<file path="config.mk">
export PLATFORM = sky130hd
export DESIGN_NAME = pll_clock_synth_control
export DESIGN_NICKNAME = d
export VERILOG_FILES = /design/src/verilog/clk_synth_pkg.sv /design/src/verilog/test_ctl_if.sv /design/src/verilog/pll_clock_synth_control.sv /design/src/verilog/synth_test_counter.sv
export VERILOG_INCLUDE_DIRS = /design/src /design/src/verilog
export SDC_FILE = /design/constraint.sdc
export NUM_CORES = 1
export LEC_CHECK = 0
export BUFFER_PORTS_ARGS = -buffer_cell sky130_fd_sc_hd__buf_4
export CAP_MARGIN = 25
export CORE_ASPECT_RATIO = 0.9
export CORE_UTILIZATION = 47
export DETAILED_ROUTE_END_ITERATION = 10
export PLACE_DENSITY_LB_ADDON = 0.15
export SLEW_MARGIN = 40
export SYNTH_ARGS = -nofsm -noshare
export SYNTH_HDL_FRONTEND = slang
export SYNTH_SLANG_ARGS = --single-unit
</file>
<file path="constraint.sdc">
create_clock -name i_clk -period 6.7 [get_ports i_clk]
set_input_delay 0.67 -clock i_clk [delete_from_list [all_inputs] [get_ports i_clk]]
set_output_delay 0.67 -clock i_clk [all_outputs]
set_load 0.01 [all_outputs]
</file>
<file path="src/verilog/clk_synth_cfg.svh">
// Register offsets, field positions and reset values of the clock
// synthesizer control block. Included by the design files by bare name.
`ifndef CLK_SYNTH_CFG_SVH
`define CLK_SYNTH_CFG_SVH

// Sequencer indices
`define IDX_UNLOCK    8'h08
`define IDX_MCLK_LO   8'h10
`define IDX_MCLK_HI   8'h11
`define IDX_DOT_LO    8'h12
`define IDX_DOT_HI    8'h13
`define IDX_CTL_ONE   8'h14
`define IDX_CTL_TWO   8'h15
`define IDX_TEST_HI   8'h16
`define IDX_TEST_LO   8'h17
`define IDX_ALT_A_LO  8'h22
`define IDX_ALT_A_HI  8'h23
`define IDX_ALT_B_LO  8'h24
`define IDX_ALT_B_HI  8'h25
// Locked extended ranges
`define IDX_EXT_FIRST 8'h09
`define IDX_EXT_LAST  8'h1C
`define IDX_ALT_FIRST 8'h22
`define IDX_ALT_LAST  8'h25

// Unlock key in the low nibble
`define UNLOCK_KEY    4'h6

// Control register one bit positions
`define C1_DOT_PD     0
`define C1_MCLK_PD    1
`define C1_CNT_EN     2
`define C1_CNT_SEL    3
`define C1_CNT_CLR    4
// Control register two bit positions
`define C2_LOAD_MCLK  0
`define C2_LOAD_DOT   1
`define C2_PIN_DIR    3
`define C2_LOAD_IMM   5
`define C2_TWO_MCLK   7
// Miscellaneous output dot clock select field
`define MISC_SEL_HI   3
`define MISC_SEL_LO   2

// Reset values
`define RST_BYTE      8'h00
`define RST_MISC      8'h00

`endif

</file>
<file path="src/verilog/clk_synth_pkg.sv">
// Types shared by the clock synthesizer control files.
// Assumes the constants header is included by each user.
package clk_synth_pkg;

  // Host I/O port select
  typedef enum logic [1:0] {
    PORT_SEQ_IDX = 2'h0,
    PORT_SEQ_DAT = 2'h1,
    PORT_MISC    = 2'h2,
    PORT_NONE    = 2'h3
  } io_port_t;

  // Dot clock parameter source
  typedef enum logic [1:0] {
    SRC_ALT_A = 2'h0,
    SRC_ALT_B = 2'h1,
    SRC_PROG  = 2'h2,
    SRC_PROG2 = 2'h3
  } dot_src_t;

endpackage : clk_synth_pkg

</file>
<file path="src/verilog/test_ctl_if.sv">
// Control and result bundle between the register file and the
// synthesizer test counter. Both ends run on i_clk.
`timescale 1ns/1ps
interface test_ctl_if #(parameter int CNT_W = 16);
  logic             en;
  logic             sel;
  logic             clr;
  logic [CNT_W-1:0] count;

  modport ctrl (output en, output sel, output clr, input count);
  modport cnt  (input en, input sel, input clr, output count);
endinterface : test_ctl_if
</file>
<file path="src/verilog/pll_clock_synth_control.sv">
// Clock synthesizer control: unlock key, divider parameter registers,
// load strobes and test counter, behind the sequencer index/data port
// and the miscellaneous output port.
// Assumes a host that drives one-cycle read and write strobes on i_clk.
//
// How it works
// - Key 0110 in low nibble unlocks extensions
// - Memory clock N, R, M field layout
// - Dot clock uses the same layout
// - First alternate set: 6-bit N, 8-bit M
// - Second alternate set: same wide layout
// - Control two bit 0 loads memory clock
// - Control two bit 1 loads dot clock
// - Control two bit 5 loads on each parameter write
// - Control one bit 2 enables test counter
// - Control one bit 3 picks measured clock
// - Writing one to bit 4 clears counter
// - Counter read as high and low bytes
// - Control one bits 0,1 power down PLLs
// - Control two bit 3 lets strap set video clock pin direction
// - Control two bit 7 enables long writes
// - Misc output selects and loads dot clock
`timescale 1ns/1ps
`include "clk_synth_cfg.svh"
module pll_clock_synth_control #(
  parameter int CNT_W = 16
) (
  // Clock and reset
  input  wire logic       i_clk,
  input  wire logic       i_sys_rst,
  // Host I/O port
  input  wire logic       i_io_wr,
  input  wire logic       i_io_rd,
  input  wire logic [1:0] i_io_sel,
  input  wire logic [7:0] i_io_wdata,
  output logic      [7:0] o_io_rdata,
  output logic            o_io_rvalid,
  // Synthesized clocks and strap, asynchronous
  input  wire logic       i_mem_clk_in,
  input  wire logic       i_dot_clk_in,
  input  wire logic       i_video_clock_dir_strap,
  // Memory clock synthesizer
  output logic      [4:0] o_mclk_n,
  output logic      [1:0] o_mclk_r,
  output logic      [6:0] o_mclk_m,
  output logic            o_mclk_load,
  output logic            o_mclk_pd,
  // Dot clock synthesizer
  output logic      [5:0] o_dot_n,
  output logic      [1:0] o_dot_r,
  output logic      [7:0] o_dot_m,
  output logic            o_dot_load,
  output logic            o_dot_pd,
  output logic      [1:0] o_dot_src,
  // Pin and memory controls
  output logic            o_video_pin_clock_oe,
  output logic            o_two_mclk_writes
);

  // Elaboration check on the counter width
  if (CNT_W != 16) begin : g_width_check
    $error("CNT_W must be 16 to fit the two test bytes");
  end

  // Index range test used for both read and write gating
  function automatic logic is_ext(input logic [7:0] idx);
    is_ext = (idx >= `IDX_EXT_FIRST && idx <= `IDX_EXT_LAST) ||
             (idx >= `IDX_ALT_FIRST && idx <= `IDX_ALT_LAST);
  endfunction : is_ext

  // Registers
  logic [7:0] idx_q;
  logic [7:0] key_q;
  logic [7:0] mlo_q;
  logic [7:0] mhi_q;
  logic [7:0] dlo_q;
  logic [7:0] dhi_q;
  logic [7:0] c1_q;
  logic [7:0] c2_q;
  logic [7:0] alo_q;
  logic [7:0] ahi_q;
  logic [7:0] blo_q;
  logic [7:0] bhi_q;
  logic [7:0] misc_q;
  logic       mload_q;
  logic       dload_q;
  logic [1:0] strap_q;
  logic [7:0] rd_d;

  // Decoded strobes
  wire wr_idx   = i_io_wr && (i_io_sel == clk_synth_pkg::PORT_SEQ_IDX);
  wire wr_dat   = i_io_wr && (i_io_sel == clk_synth_pkg::PORT_SEQ_DAT);
  wire wr_misc  = i_io_wr && (i_io_sel == clk_synth_pkg::PORT_MISC);
  wire unlocked = (key_q[3:0] == `UNLOCK_KEY);
  wire idx_ok   = !is_ext(idx_q) || unlocked;
  wire wr_ok    = wr_dat && idx_ok;
  wire imm      = c2_q[`C2_LOAD_IMM];

  // Per-register write enables
  wire we_key  = wr_ok && (idx_q == `IDX_UNLOCK);
  wire we_mlo  = wr_ok && (idx_q == `IDX_MCLK_LO);
  wire we_mhi  = wr_ok && (idx_q == `IDX_MCLK_HI);
  wire we_dlo  = wr_ok && (idx_q == `IDX_DOT_LO);
  wire we_dhi  = wr_ok && (idx_q == `IDX_DOT_HI);
  wire we_c1   = wr_ok && (idx_q == `IDX_CTL_ONE);
  wire we_c2   = wr_ok && (idx_q == `IDX_CTL_TWO);
  wire we_alo  = wr_ok && (idx_q == `IDX_ALT_A_LO);
  wire we_ahi  = wr_ok && (idx_q == `IDX_ALT_A_HI);
  wire we_blo  = wr_ok && (idx_q == `IDX_ALT_B_LO);
  wire we_bhi  = wr_ok && (idx_q == `IDX_ALT_B_HI);

  // Load requests from strobes, immediate mode and misc output
  wire mload_req = (we_c2 && i_io_wdata[`C2_LOAD_MCLK])
                || (imm && (we_mlo || we_mhi));
  wire dload_req = (we_c2 && i_io_wdata[`C2_LOAD_DOT])
                || (imm && (we_dlo || we_dhi || we_alo ||
                            we_ahi || we_blo || we_bhi))
                || wr_misc;

  // Index and unlock key
  always_ff @(posedge i_clk or posedge i_sys_rst) begin
    if (i_sys_rst) begin
      idx_q <= `RST_BYTE;
      key_q <= `RST_BYTE;
    end else begin
      if (wr_idx) idx_q <= i_io_wdata;
      if (we_key) key_q <= i_io_wdata;
    end
  end

  // Memory and dot clock parameter registers
  always_ff @(posedge i_clk or posedge i_sys_rst) begin
    if (i_sys_rst) begin
      mlo_q <= `RST_BYTE;
      mhi_q <= `RST_BYTE;
      dlo_q <= `RST_BYTE;
      dhi_q <= `RST_BYTE;
    end else begin
      if (we_mlo) mlo_q <= i_io_wdata;
      if (we_mhi) mhi_q <= i_io_wdata;
      if (we_dlo) dlo_q <= i_io_wdata;
      if (we_dhi) dhi_q <= i_io_wdata;
    end
  end

  // Alternate dot clock parameter sets
  always_ff @(posedge i_clk or posedge i_sys_rst) begin
    if (i_sys_rst) begin
      alo_q <= `RST_BYTE;
      ahi_q <= `RST_BYTE;
      blo_q <= `RST_BYTE;
      bhi_q <= `RST_BYTE;
    end else begin
      if (we_alo) alo_q <= i_io_wdata;
      if (we_ahi) ahi_q <= i_io_wdata;
      if (we_blo) blo_q <= i_io_wdata;
      if (we_bhi) bhi_q <= i_io_wdata;
    end
  end

  // Control registers and misc output
  always_ff @(posedge i_clk or posedge i_sys_rst) begin
    if (i_sys_rst) begin
      c1_q   <= `RST_BYTE;
      c2_q   <= `RST_BYTE;
      misc_q <= `RST_MISC;
    end else begin
      if (we_c1)   c1_q   <= i_io_wdata;
      if (we_c2)   c2_q   <= i_io_wdata;
      if (wr_misc) misc_q <= i_io_wdata;
    end
  end

  // Load requests wait one cycle so the new bytes are in place
  always_ff @(posedge i_clk or posedge i_sys_rst) begin
    if (i_sys_rst) begin
      mload_q <= 1'b0;
      dload_q <= 1'b0;
    end else begin
      mload_q <= mload_req;
      dload_q <= dload_req;
    end
  end

  // Dot clock parameter source from misc output bits 3-2
  wire [1:0] src = misc_q[`MISC_SEL_HI:`MISC_SEL_LO];
  wire       use_a = (src == clk_synth_pkg::SRC_ALT_A);
  wire       use_b = (src == clk_synth_pkg::SRC_ALT_B);
  wire [5:0] sel_n = use_a ? alo_q[5:0]
                   : use_b ? blo_q[5:0]
                   : {1'b0, dlo_q[4:0]};
  wire [1:0] sel_r = use_a ? alo_q[7:6]
                   : use_b ? blo_q[7:6]
                   : dlo_q[6:5];
  wire [7:0] sel_m = use_a ? ahi_q
                   : use_b ? bhi_q
                   : {1'b0, dhi_q[6:0]};

  // Memory clock divider set moves as a whole
  always_ff @(posedge i_clk or posedge i_sys_rst) begin
    if (i_sys_rst) begin
      o_mclk_n    <= 5'h0;
      o_mclk_r    <= 2'h0;
      o_mclk_m    <= 7'h0;
      o_mclk_load <= 1'b0;
    end else begin
      o_mclk_load <= mload_q;
      if (mload_q) begin
        o_mclk_n <= mlo_q[4:0];
        o_mclk_r <= mlo_q[6:5];
        o_mclk_m <= mhi_q[6:0];
      end
    end
  end

  // Dot clock divider set moves as a whole
  always_ff @(posedge i_clk or posedge i_sys_rst) begin
    if (i_sys_rst) begin
      o_dot_n    <= 6'h0;
      o_dot_r    <= 2'h0;
      o_dot_m    <= 8'h0;
      o_dot_load <= 1'b0;
      o_dot_src  <= 2'h0;
    end else begin
      o_dot_load <= dload_q;
      if (dload_q) begin
        o_dot_n   <= sel_n;
        o_dot_r   <= sel_r;
        o_dot_m   <= sel_m;
        o_dot_src <= src;
      end
    end
  end

  // Strap synchroniser and static controls
  always_ff @(posedge i_clk or posedge i_sys_rst) begin
    if (i_sys_rst) begin
      strap_q              <= 2'h0;
      o_mclk_pd            <= 1'b0;
      o_dot_pd             <= 1'b0;
      o_video_pin_clock_oe <= 1'b1;
      o_two_mclk_writes    <= 1'b0;
    end else begin
      strap_q              <= {strap_q[0], i_video_clock_dir_strap};
      o_dot_pd             <= c1_q[`C1_DOT_PD];
      o_mclk_pd            <= c1_q[`C1_MCLK_PD];
      o_video_pin_clock_oe <= c2_q[`C2_PIN_DIR] ? strap_q[1]
                                                 : 1'b1;
      o_two_mclk_writes    <= c2_q[`C2_TWO_MCLK];
    end
  end

  // Test counter control
  test_ctl_if #(.CNT_W(CNT_W)) tc ();
  assign tc.en  = c1_q[`C1_CNT_EN];
  assign tc.sel = c1_q[`C1_CNT_SEL];
  assign tc.clr = we_c1 && i_io_wdata[`C1_CNT_CLR];

  synth_test_counter #(.CNT_W(CNT_W)) u_counter (
    .i_clk        (i_clk),
    .i_sys_rst    (i_sys_rst),
    .i_mem_clk_in (i_mem_clk_in),
    .i_dot_clk_in (i_dot_clk_in),
    .t            (tc.cnt)
  );

  // Read data selection; locked and unmapped read as zero
  always_comb begin
    rd_d = 8'h00;
    unique case (idx_q)
      `IDX_UNLOCK:   rd_d = key_q;
      `IDX_MCLK_LO:  rd_d = mlo_q;
      `IDX_MCLK_HI:  rd_d = mhi_q;
      `IDX_DOT_LO:   rd_d = dlo_q;
      `IDX_DOT_HI:   rd_d = dhi_q;
      `IDX_CTL_ONE:  rd_d = c1_q;
      `IDX_CTL_TWO:  rd_d = c2_q;
      `IDX_TEST_HI:  rd_d = tc.count[15:8];
      `IDX_TEST_LO:  rd_d = tc.count[7:0];
      `IDX_ALT_A_LO: rd_d = alo_q;
      `IDX_ALT_A_HI: rd_d = ahi_q;
      `IDX_ALT_B_LO: rd_d = blo_q;
      `IDX_ALT_B_HI: rd_d = bhi_q;
      default:       rd_d = 8'h00;
    endcase
  end

  wire [7:0] rd_mux =
    (i_io_sel == clk_synth_pkg::PORT_SEQ_IDX) ? idx_q :
    (i_io_sel == clk_synth_pkg::PORT_MISC)    ? misc_q :
    (i_io_sel == clk_synth_pkg::PORT_SEQ_DAT && idx_ok) ? rd_d
                                                        : 8'h00;

  // Registered read answer
  always_ff @(posedge i_clk or posedge i_sys_rst) begin
    if (i_sys_rst) begin
      o_io_rdata  <= 8'h00;
      o_io_rvalid <= 1'b0;
    end else begin
      o_io_rvalid <= i_io_rd;
      if (i_io_rd) o_io_rdata <= rd_mux;
    end
  end
endmodule : pll_clock_synth_control

</file>
<file path="src/verilog/synth_test_counter.sv">
// Edge counter that measures the selected synthesized clock.
// Assumes both measured clocks are below half of i_clk.
`timescale 1ns/1ps
`include "clk_synth_cfg.svh"
module synth_test_counter #(
  parameter int CNT_W = 16
) (
  // Clock and reset
  input  wire logic i_clk,
  input  wire logic i_sys_rst,
  // Measured clocks, asynchronous to i_clk
  input  wire logic i_mem_clk_in,
  input  wire logic i_dot_clk_in,
  // Control and result
  test_ctl_if.cnt   t
);

  logic [2:0]       mem_sync_q;
  logic [2:0]       dot_sync_q;
  logic             edge_seen;
  logic [CNT_W-1:0] count_q;

  // Two-flop synchronisers plus an edge history flop
  always_ff @(posedge i_clk or posedge i_sys_rst) begin
    if (i_sys_rst) begin
      mem_sync_q <= 3'h0;
      dot_sync_q <= 3'h0;
    end else begin
      mem_sync_q <= {mem_sync_q[1:0], i_mem_clk_in};
      dot_sync_q <= {dot_sync_q[1:0], i_dot_clk_in};
    end
  end

  // Rising edge of the chosen clock, second and third stage only
  assign edge_seen = t.sel ? (dot_sync_q[1] & ~dot_sync_q[2])
                           : (mem_sync_q[1] & ~mem_sync_q[2]);

  // Clear wins, then counting only while enabled
  always_ff @(posedge i_clk or posedge i_sys_rst) begin
    if (i_sys_rst) begin
      count_q <= '0;
    end else if (t.clr) begin
      count_q <= '0;
    end else if (t.en && edge_seen) begin
      count_q <= count_q + {{(CNT_W-1){1'b0}}, 1'b1};
    end
  end

  assign t.count = count_q;
endmodule : synth_test_counter

</file>
Word-level counts from Yosys, hierarchy flattened

Cells that the tools add are included.

Flip-flop bits (word level): 177
Latch bits: 0
ROM bits: 0
Bits in writable memories: 0
Memories: 0
Output and inout bits: 47
Logic and storage cells: 113
Input port bits: 17

Multipliers: 0
Muxes and demuxes: 14
Bitwise operators: 4
Shift operators: 0
Equality and inequality tests: 17
Reductions and logical operators: 39
Divide/modulo/power cells: 0
$add $sub $neg: 1
$lt $le $gt $ge: 4

Operators with widths:

| operator                | number |
|---|---|
| $pmux W8 S13            | 1 |
| $eq A8 B5 Y1 const B    | 8 |
| $mux W8                 | 5 |
| $eq A8 B6 Y1 const B    | 4 |
| $mux W16                | 2 |
| $logic_and A1 B1 Y1     | 24 |
| $add A16 B1 Y16 const B | 1 |
| $mux W6                 | 2 |
| $logic_or A1 B1 Y1      | 11 |
| $eq A8 B4 Y1 const B    | 1 |
| $ge A8 B4 Y1 const B    | 1 |
| $ge A8 B6 Y1 const B    | 1 |
| $le A8 B5 Y1 const B    | 1 |
| $le A8 B6 Y1 const B    | 1 |
| $eq A2 B1 Y1 const B    | 2 |
| $eq A4 B3 Y1 const B    | 1 |
| $logic_not A2 Y1        | 2 |
| $mux W2                 | 2 |
| $and A1 B1 Y1           | 2 |
| $eq A2 B2 Y1 const B    | 1 |
| $mux W1                 | 2 |
| $not A1 Y1              | 2 |
| $reduce_bool A2 Y1      | 1 |
| $logic_not A1 Y1        | 1 |

Depth between registers and ports, before layout

Depth after elaboration: 15
Mapped depth: 8
Depth with buffers taken out: 6

Modules after synthesis

From an unflattened synthesis, not the netlist that was laid out.

Cell total of the unflattened synthesis: 698
Area, all modules: 8549.4 um^2

By module, submodules not included:

| module                  | sequential area each (um^2) | instances | area an instance (um^2) | cells an instance |
|---|---|---|---|---|
| pll_clock_synth_control | 3880.0                      | 1         | 7519.7                  | 603 |
| synth_test_counter      | 550.5                       | 1         | 1029.7                  | 95 |

Worst setup path before layout

Ideal clock, no wire load.

Path kind: input-to-reg
Start point: input i_io_sel[0]
End point: register alo_q[0]
Data arrival time: 2.167 ns
Stages on the path: 5
Setup slack: 4.407 ns
Path buffers: 1
Setup time: 0.125 ns
Required time: 6.575 ns
Path through: nor2b_1 -> nand2_1 -> or4_4 -> buf_6 -> mux2_4

Cells in the longest elaborated chain, start to end: 4

Ends and longest elaborated chain:

| what                   | RTL line                       | text |
|---|---|---|
| start: declaration     | pll_clock_synth_control.sv:34  | `input wire logic [1:0] i_io_sel,` |
| $eq A2 B1 Y1           | pll_clock_synth_control.sv:92  | `wire wr_dat = i_io_wr && (i_io_sel == clk_synth_pkg::PORT_SEQ_DAT);` |
| $logic_and A1 B1 Y1    | pll_clock_synth_control.sv:92  |  |
| $logic_and A1 B1 Y1    | pll_clock_synth_control.sv:96  | `wire wr_ok = wr_dat && idx_ok;` |
| $logic_and A1 B1 Y1    | pll_clock_synth_control.sv:107 | `` wire we_alo = wr_ok && (idx_q == `IDX_ALT_A_LO); `` |
| end signal: assignment | pll_clock_synth_control.sv:149 | `` alo_q <= `RST_BYTE; `` |
| end signal: assignment | pll_clock_synth_control.sv:154 | `if (we_alo) alo_q <= i_io_wdata;` |
| end: declaration       | pll_clock_synth_control.sv:80  | `logic [7:0] alo_q;` |

Every way passes these cells.
A chain may end at the register's enable or synchronous reset.

Worst setup path in the final report

Start point: register idx_q[0]
End point: register bhi_q[1]

Cells in the longest elaborated chain, start to end: 7
Elaborated cells on any way between the ends: 12
Classes of those cells: order compare (4); eq/ne (1); reduce/logical (7)

Ends and longest elaborated chain:

| what                                                        | RTL line                       | text |
|---|---|---|
| start: declaration                                          | pll_clock_synth_control.sv:72  | `logic [7:0] idx_q;` |
| start signal: assignment                                    | pll_clock_synth_control.sv:123 | `` idx_q <= `RST_BYTE; `` |
| start signal: assignment                                    | pll_clock_synth_control.sv:126 | `if (wr_idx) idx_q <= i_io_wdata;` |
| $ge A8 B4 Y1 (no source line), or another cell as far along | -                              |  |
| $logic_and A1 B1 Y1 (no source line)                        | -                              |  |
| $logic_or A1 B1 Y1                                          | pll_clock_synth_control.sv:67  | `` is_ext = (idx >= `IDX_EXT_FIRST && idx <= `IDX_EXT_LAST) \|\| `` |
| $logic_not A1 Y1                                            | pll_clock_synth_control.sv:95  | `wire idx_ok = !is_ext(idx_q) \|\| unlocked;` |
| $logic_or A1 B1 Y1                                          | pll_clock_synth_control.sv:95  |  |
| $logic_and A1 B1 Y1                                         | pll_clock_synth_control.sv:96  |  |
| $logic_and A1 B1 Y1 (*)                                     | pll_clock_synth_control.sv:110 | `` wire we_bhi = wr_ok && (idx_q == `IDX_ALT_B_HI); `` |
| end signal: assignment                                      | pll_clock_synth_control.sv:152 | `` bhi_q <= `RST_BYTE; `` |
| end signal: assignment                                      | pll_clock_synth_control.sv:157 | `if (we_bhi) bhi_q <= i_io_wdata;` |
| end: declaration                                            | pll_clock_synth_control.sv:83  | `logic [7:0] bhi_q;` |

Mark *: on every way between the ends. The rest lies on a longest branch, timed or not.

==> impl_metrics.tcl <==
set metrics [dict create \
    clockPowerShare_pct 34.9 \
    ys_seq_area_share_pct 52.0 \
    grt_first_pass_wirelength_mm 37.4 \
    yosys-mux-area-fraction_pct 25.6 \
    clk_pin_slew_ns 0.07 \
    die_w_um 144 \
    num_vias 5955 \
    pin_count 64 \
    ctsRootBufferMaster "clkbuf_16" \
    critical_path.max_fanout 30 \
    grt_max_degree 103 \
    powerDensity_nw_per_um2 286 \
    status "finished clean" \
    avgRoutedWirePerCell_um 25.1 \
    critPathKind "reg2reg" \
    synth-simple-area-share_pct 11.3 \
    hold_violations 0 \
    clk_path_buf_depth 2 \
    vdd_drop_max_uv 162 \
    synth-warning-count 0 \
    initial_core_util_pct 48.2 \
    sw_frac_of_total_pct 31.9 \
    worst_ep_arrival_time_ns 3.69 \
    htree_levels 4 \
    rows 46 \
    synthCells 677 \
    numCtsBuffers 17 \
    viasPerCell 6.13 \
    synthFlopType "dfrtp_1" \
    post-dp-hpwl_mm 16.9 \
    drt-total-wl_mm 24.3 \
    first_pass_iters 5 \
    cts.sinks 177 \
    port-buffer-count 63 \
    p_total_uw 2780 \
    final_antenna_net_count 0 \
    finalSetupTns_ns 0 \
    postCtsSetupRepairBufs 0 \
    core_um2 17700 \
    setup_viol 0 \
    die_h_um 130 \
    cts_tree "yes" \
    clk_latency_ns 0.44 \
    cp.required_ns 7.02 \
    p_leak_uw 0.00444 \
    cts_hold_buf 0 \
    drive_above_1_share_pct 36.7 \
    drtIter0Drc 607 \
    syn_avg_cell_area_um2 12.6 \
    power_frac_comb_pct 17.0 \
    synth_xor_area_share_pct 1.54 \
    antenna_found_initial 0 \
    pwr-share-seq_pct 48.1 \
    holdCritPathClass "in2async" \
    grt_pass1_vias 5827 \
    synthArstFlopShare_pct 100 \
    ys_ff_latch 177 \
    slew_viol_final 0 \
    gp_congestion 0.937 \
    grt_util_all_layers_pct 28.0 \
    drv_cap 0 \
    synth_top_family_by_area "multiplexers" \
    nNetsFinal 736 \
    postCtsResizedCells 0 \
    gr-total-overflow 0 \
    netlist_area_um2 8520 \
    rsz0062_at_grt "no" \
    synth-compound-area-share_pct 6.58 \
    internal_power_uw 1900 \
    p_sw_uw 887 \
    synth_edf_count 0 \
    timing.final.crit_period_ns 3.37 \
    area_delta_synth_final_pct 14.3 \
    cp-start-kind "flop" \
    antenna_cells 0 \
    synthesis.nets 695 \
    max_freq_mhz 297 \
    dieArea_um2 18700 \
    drc 0 \
    rr_worst_depth 6 \
    tightest_slew_ns 0.808 \
    final_cell_mix "dfrtp_1, mux2_2, buf_4, mux2i_1, nand2_1" \
    synthAdderAreaFrac_pct 0.147 \
    finalCritPeriodShare_pct 50.3 \
    cp-end-kind "flop" \
    largest_reg_flops 16 \
    final_common_cell "dfrtp_1" \
    maxSlewHeadroom_pct 45.8 \
    yosys.cell_types.count 69 \
    fin_skew_ns 0.0121 \
]
## kinds of logic (layout without fill, tap and decap cells)
group                      after synthesis  in the layout
xor gates and xnor gates                15             15
buffers and inverters                   51            105
AOI/OAI and AO/OA                       80             80
adders and majority gates                1              1
muxes                                  190            190
and+or+nand+nor                        163            163
DFF                                    177            177
## worst max-delay path, stage by stage (launching register included)
cell and delay (ns):
dfrtp_2 0.68, buf_4 0.49, or2_2 0.19, a21oi_1 0.08, o311a_1 0.60, nor4_4 0.79
mux2_2 0.42
## layout make-up
type	instances	area (µm²)
Tap cell	240	300
Timing Repair Buffer	68	514
Sequential cell	177	4440
Inverter	5	26.3
Clock inverter	14	143
Fill cell	1493	7930
Clock buffer	18	439
Multi-Input combinational cell	449	3880
## path summary, 6_finish.rpt
path,from,endpoint,slack [ns]
max,idx_q[0],bhi_q[1],3.33
min,i_sys_rst,u_counter.t.count[5],0.31
max reg2reg,idx_q[0],bhi_q[1],3.33
min reg2reg,strap_q[0],strap_q[1],0.35
max in group asynchronous,i_sys_rst,dload_q,5.24
min in group i_clk,i_video_clock_dir_strap,strap_q[0],0.33
## power by group through the flow
| stage | combinational (µW) | clock, µW | sequential, µW |
|---|---|---|---|
| 6_report | 474 | 971 | 1340 |
| 5_1_grt | 513 | 1030 | 1360 |
| 4_1_cts | 470 | 992 | 1330 |
| 3_5_place_dp | 468 | 0 | 1350 |
| 3_3_place_gp | 456 | 0 | 1350 |
| 2_1_floorplan | 364 | 0 | 1280 |
## synth_stat cells, types with 5 or more instances
| master | instances | share of area (%) |
|---|---|---|
| nor2b_1 | 6 | 0.44 |
| nand2b_1 | 7 | 0.51 |
| and3_1 | 8 | 0.59 |
| dfrtp_1 | 176 | 52 |
| buf_2 | 13 | 0.76 |
| mux2_4 | 16 | 2.8 |
| inv_1 | 5 | 0.22 |
| nand2_1 | 38 | 1.7 |
| nor3_1 | 6 | 0.35 |
| clkbuf_1 | 26 | 1.1 |
| a22oi_1 | 5 | 0.44 |
| nand4_1 | 9 | 0.66 |
| mux2i_1 | 48 | 5.6 |
| o2bb2ai_1 | 5 | 0.51 |
| o21ai_0 | 21 | 1.2 |
| xor2_1 | 13 | 1.3 |
| nor2_1 | 30 | 1.3 |
| nand3_1 | 15 | 0.88 |
| a21oi_1 | 13 | 0.76 |
| mux2_2 | 123 | 16 |
## layer usage
metal | vias up | share of wire, % | GRT usage, %
met1 | 3105 | 47 | 42.5
li1 | 2567 | - | -
met4 | 0 | 2.0 | 8.32
met5 | - | 0 | 0
met2 | 247 | 43 | 39.9
met3 | 36 | 8.1 | 5.83
## per-stage QoR
step / util (%) / worst slack [ns] / std cells / hold slack, ns / area, µm²
final: 55.1 / 3.33 / 971 / 0.315 / 9740
after global routing: 55.1 / 3.21 / 971 / 0.316 / 9740
after CTS: 55.0 / 3.35 / 970 / 0.320 / 9720
after detailed placement: 51.7 / 3.36 / 938 / 0.336 / 9140
after global placement: 51.5 / 3.20 / 938 / 0.333 / 9110
after floorplan: - / 1.23 / 677 / 0.331 / 8520
(Power assumes the default switching activity.)
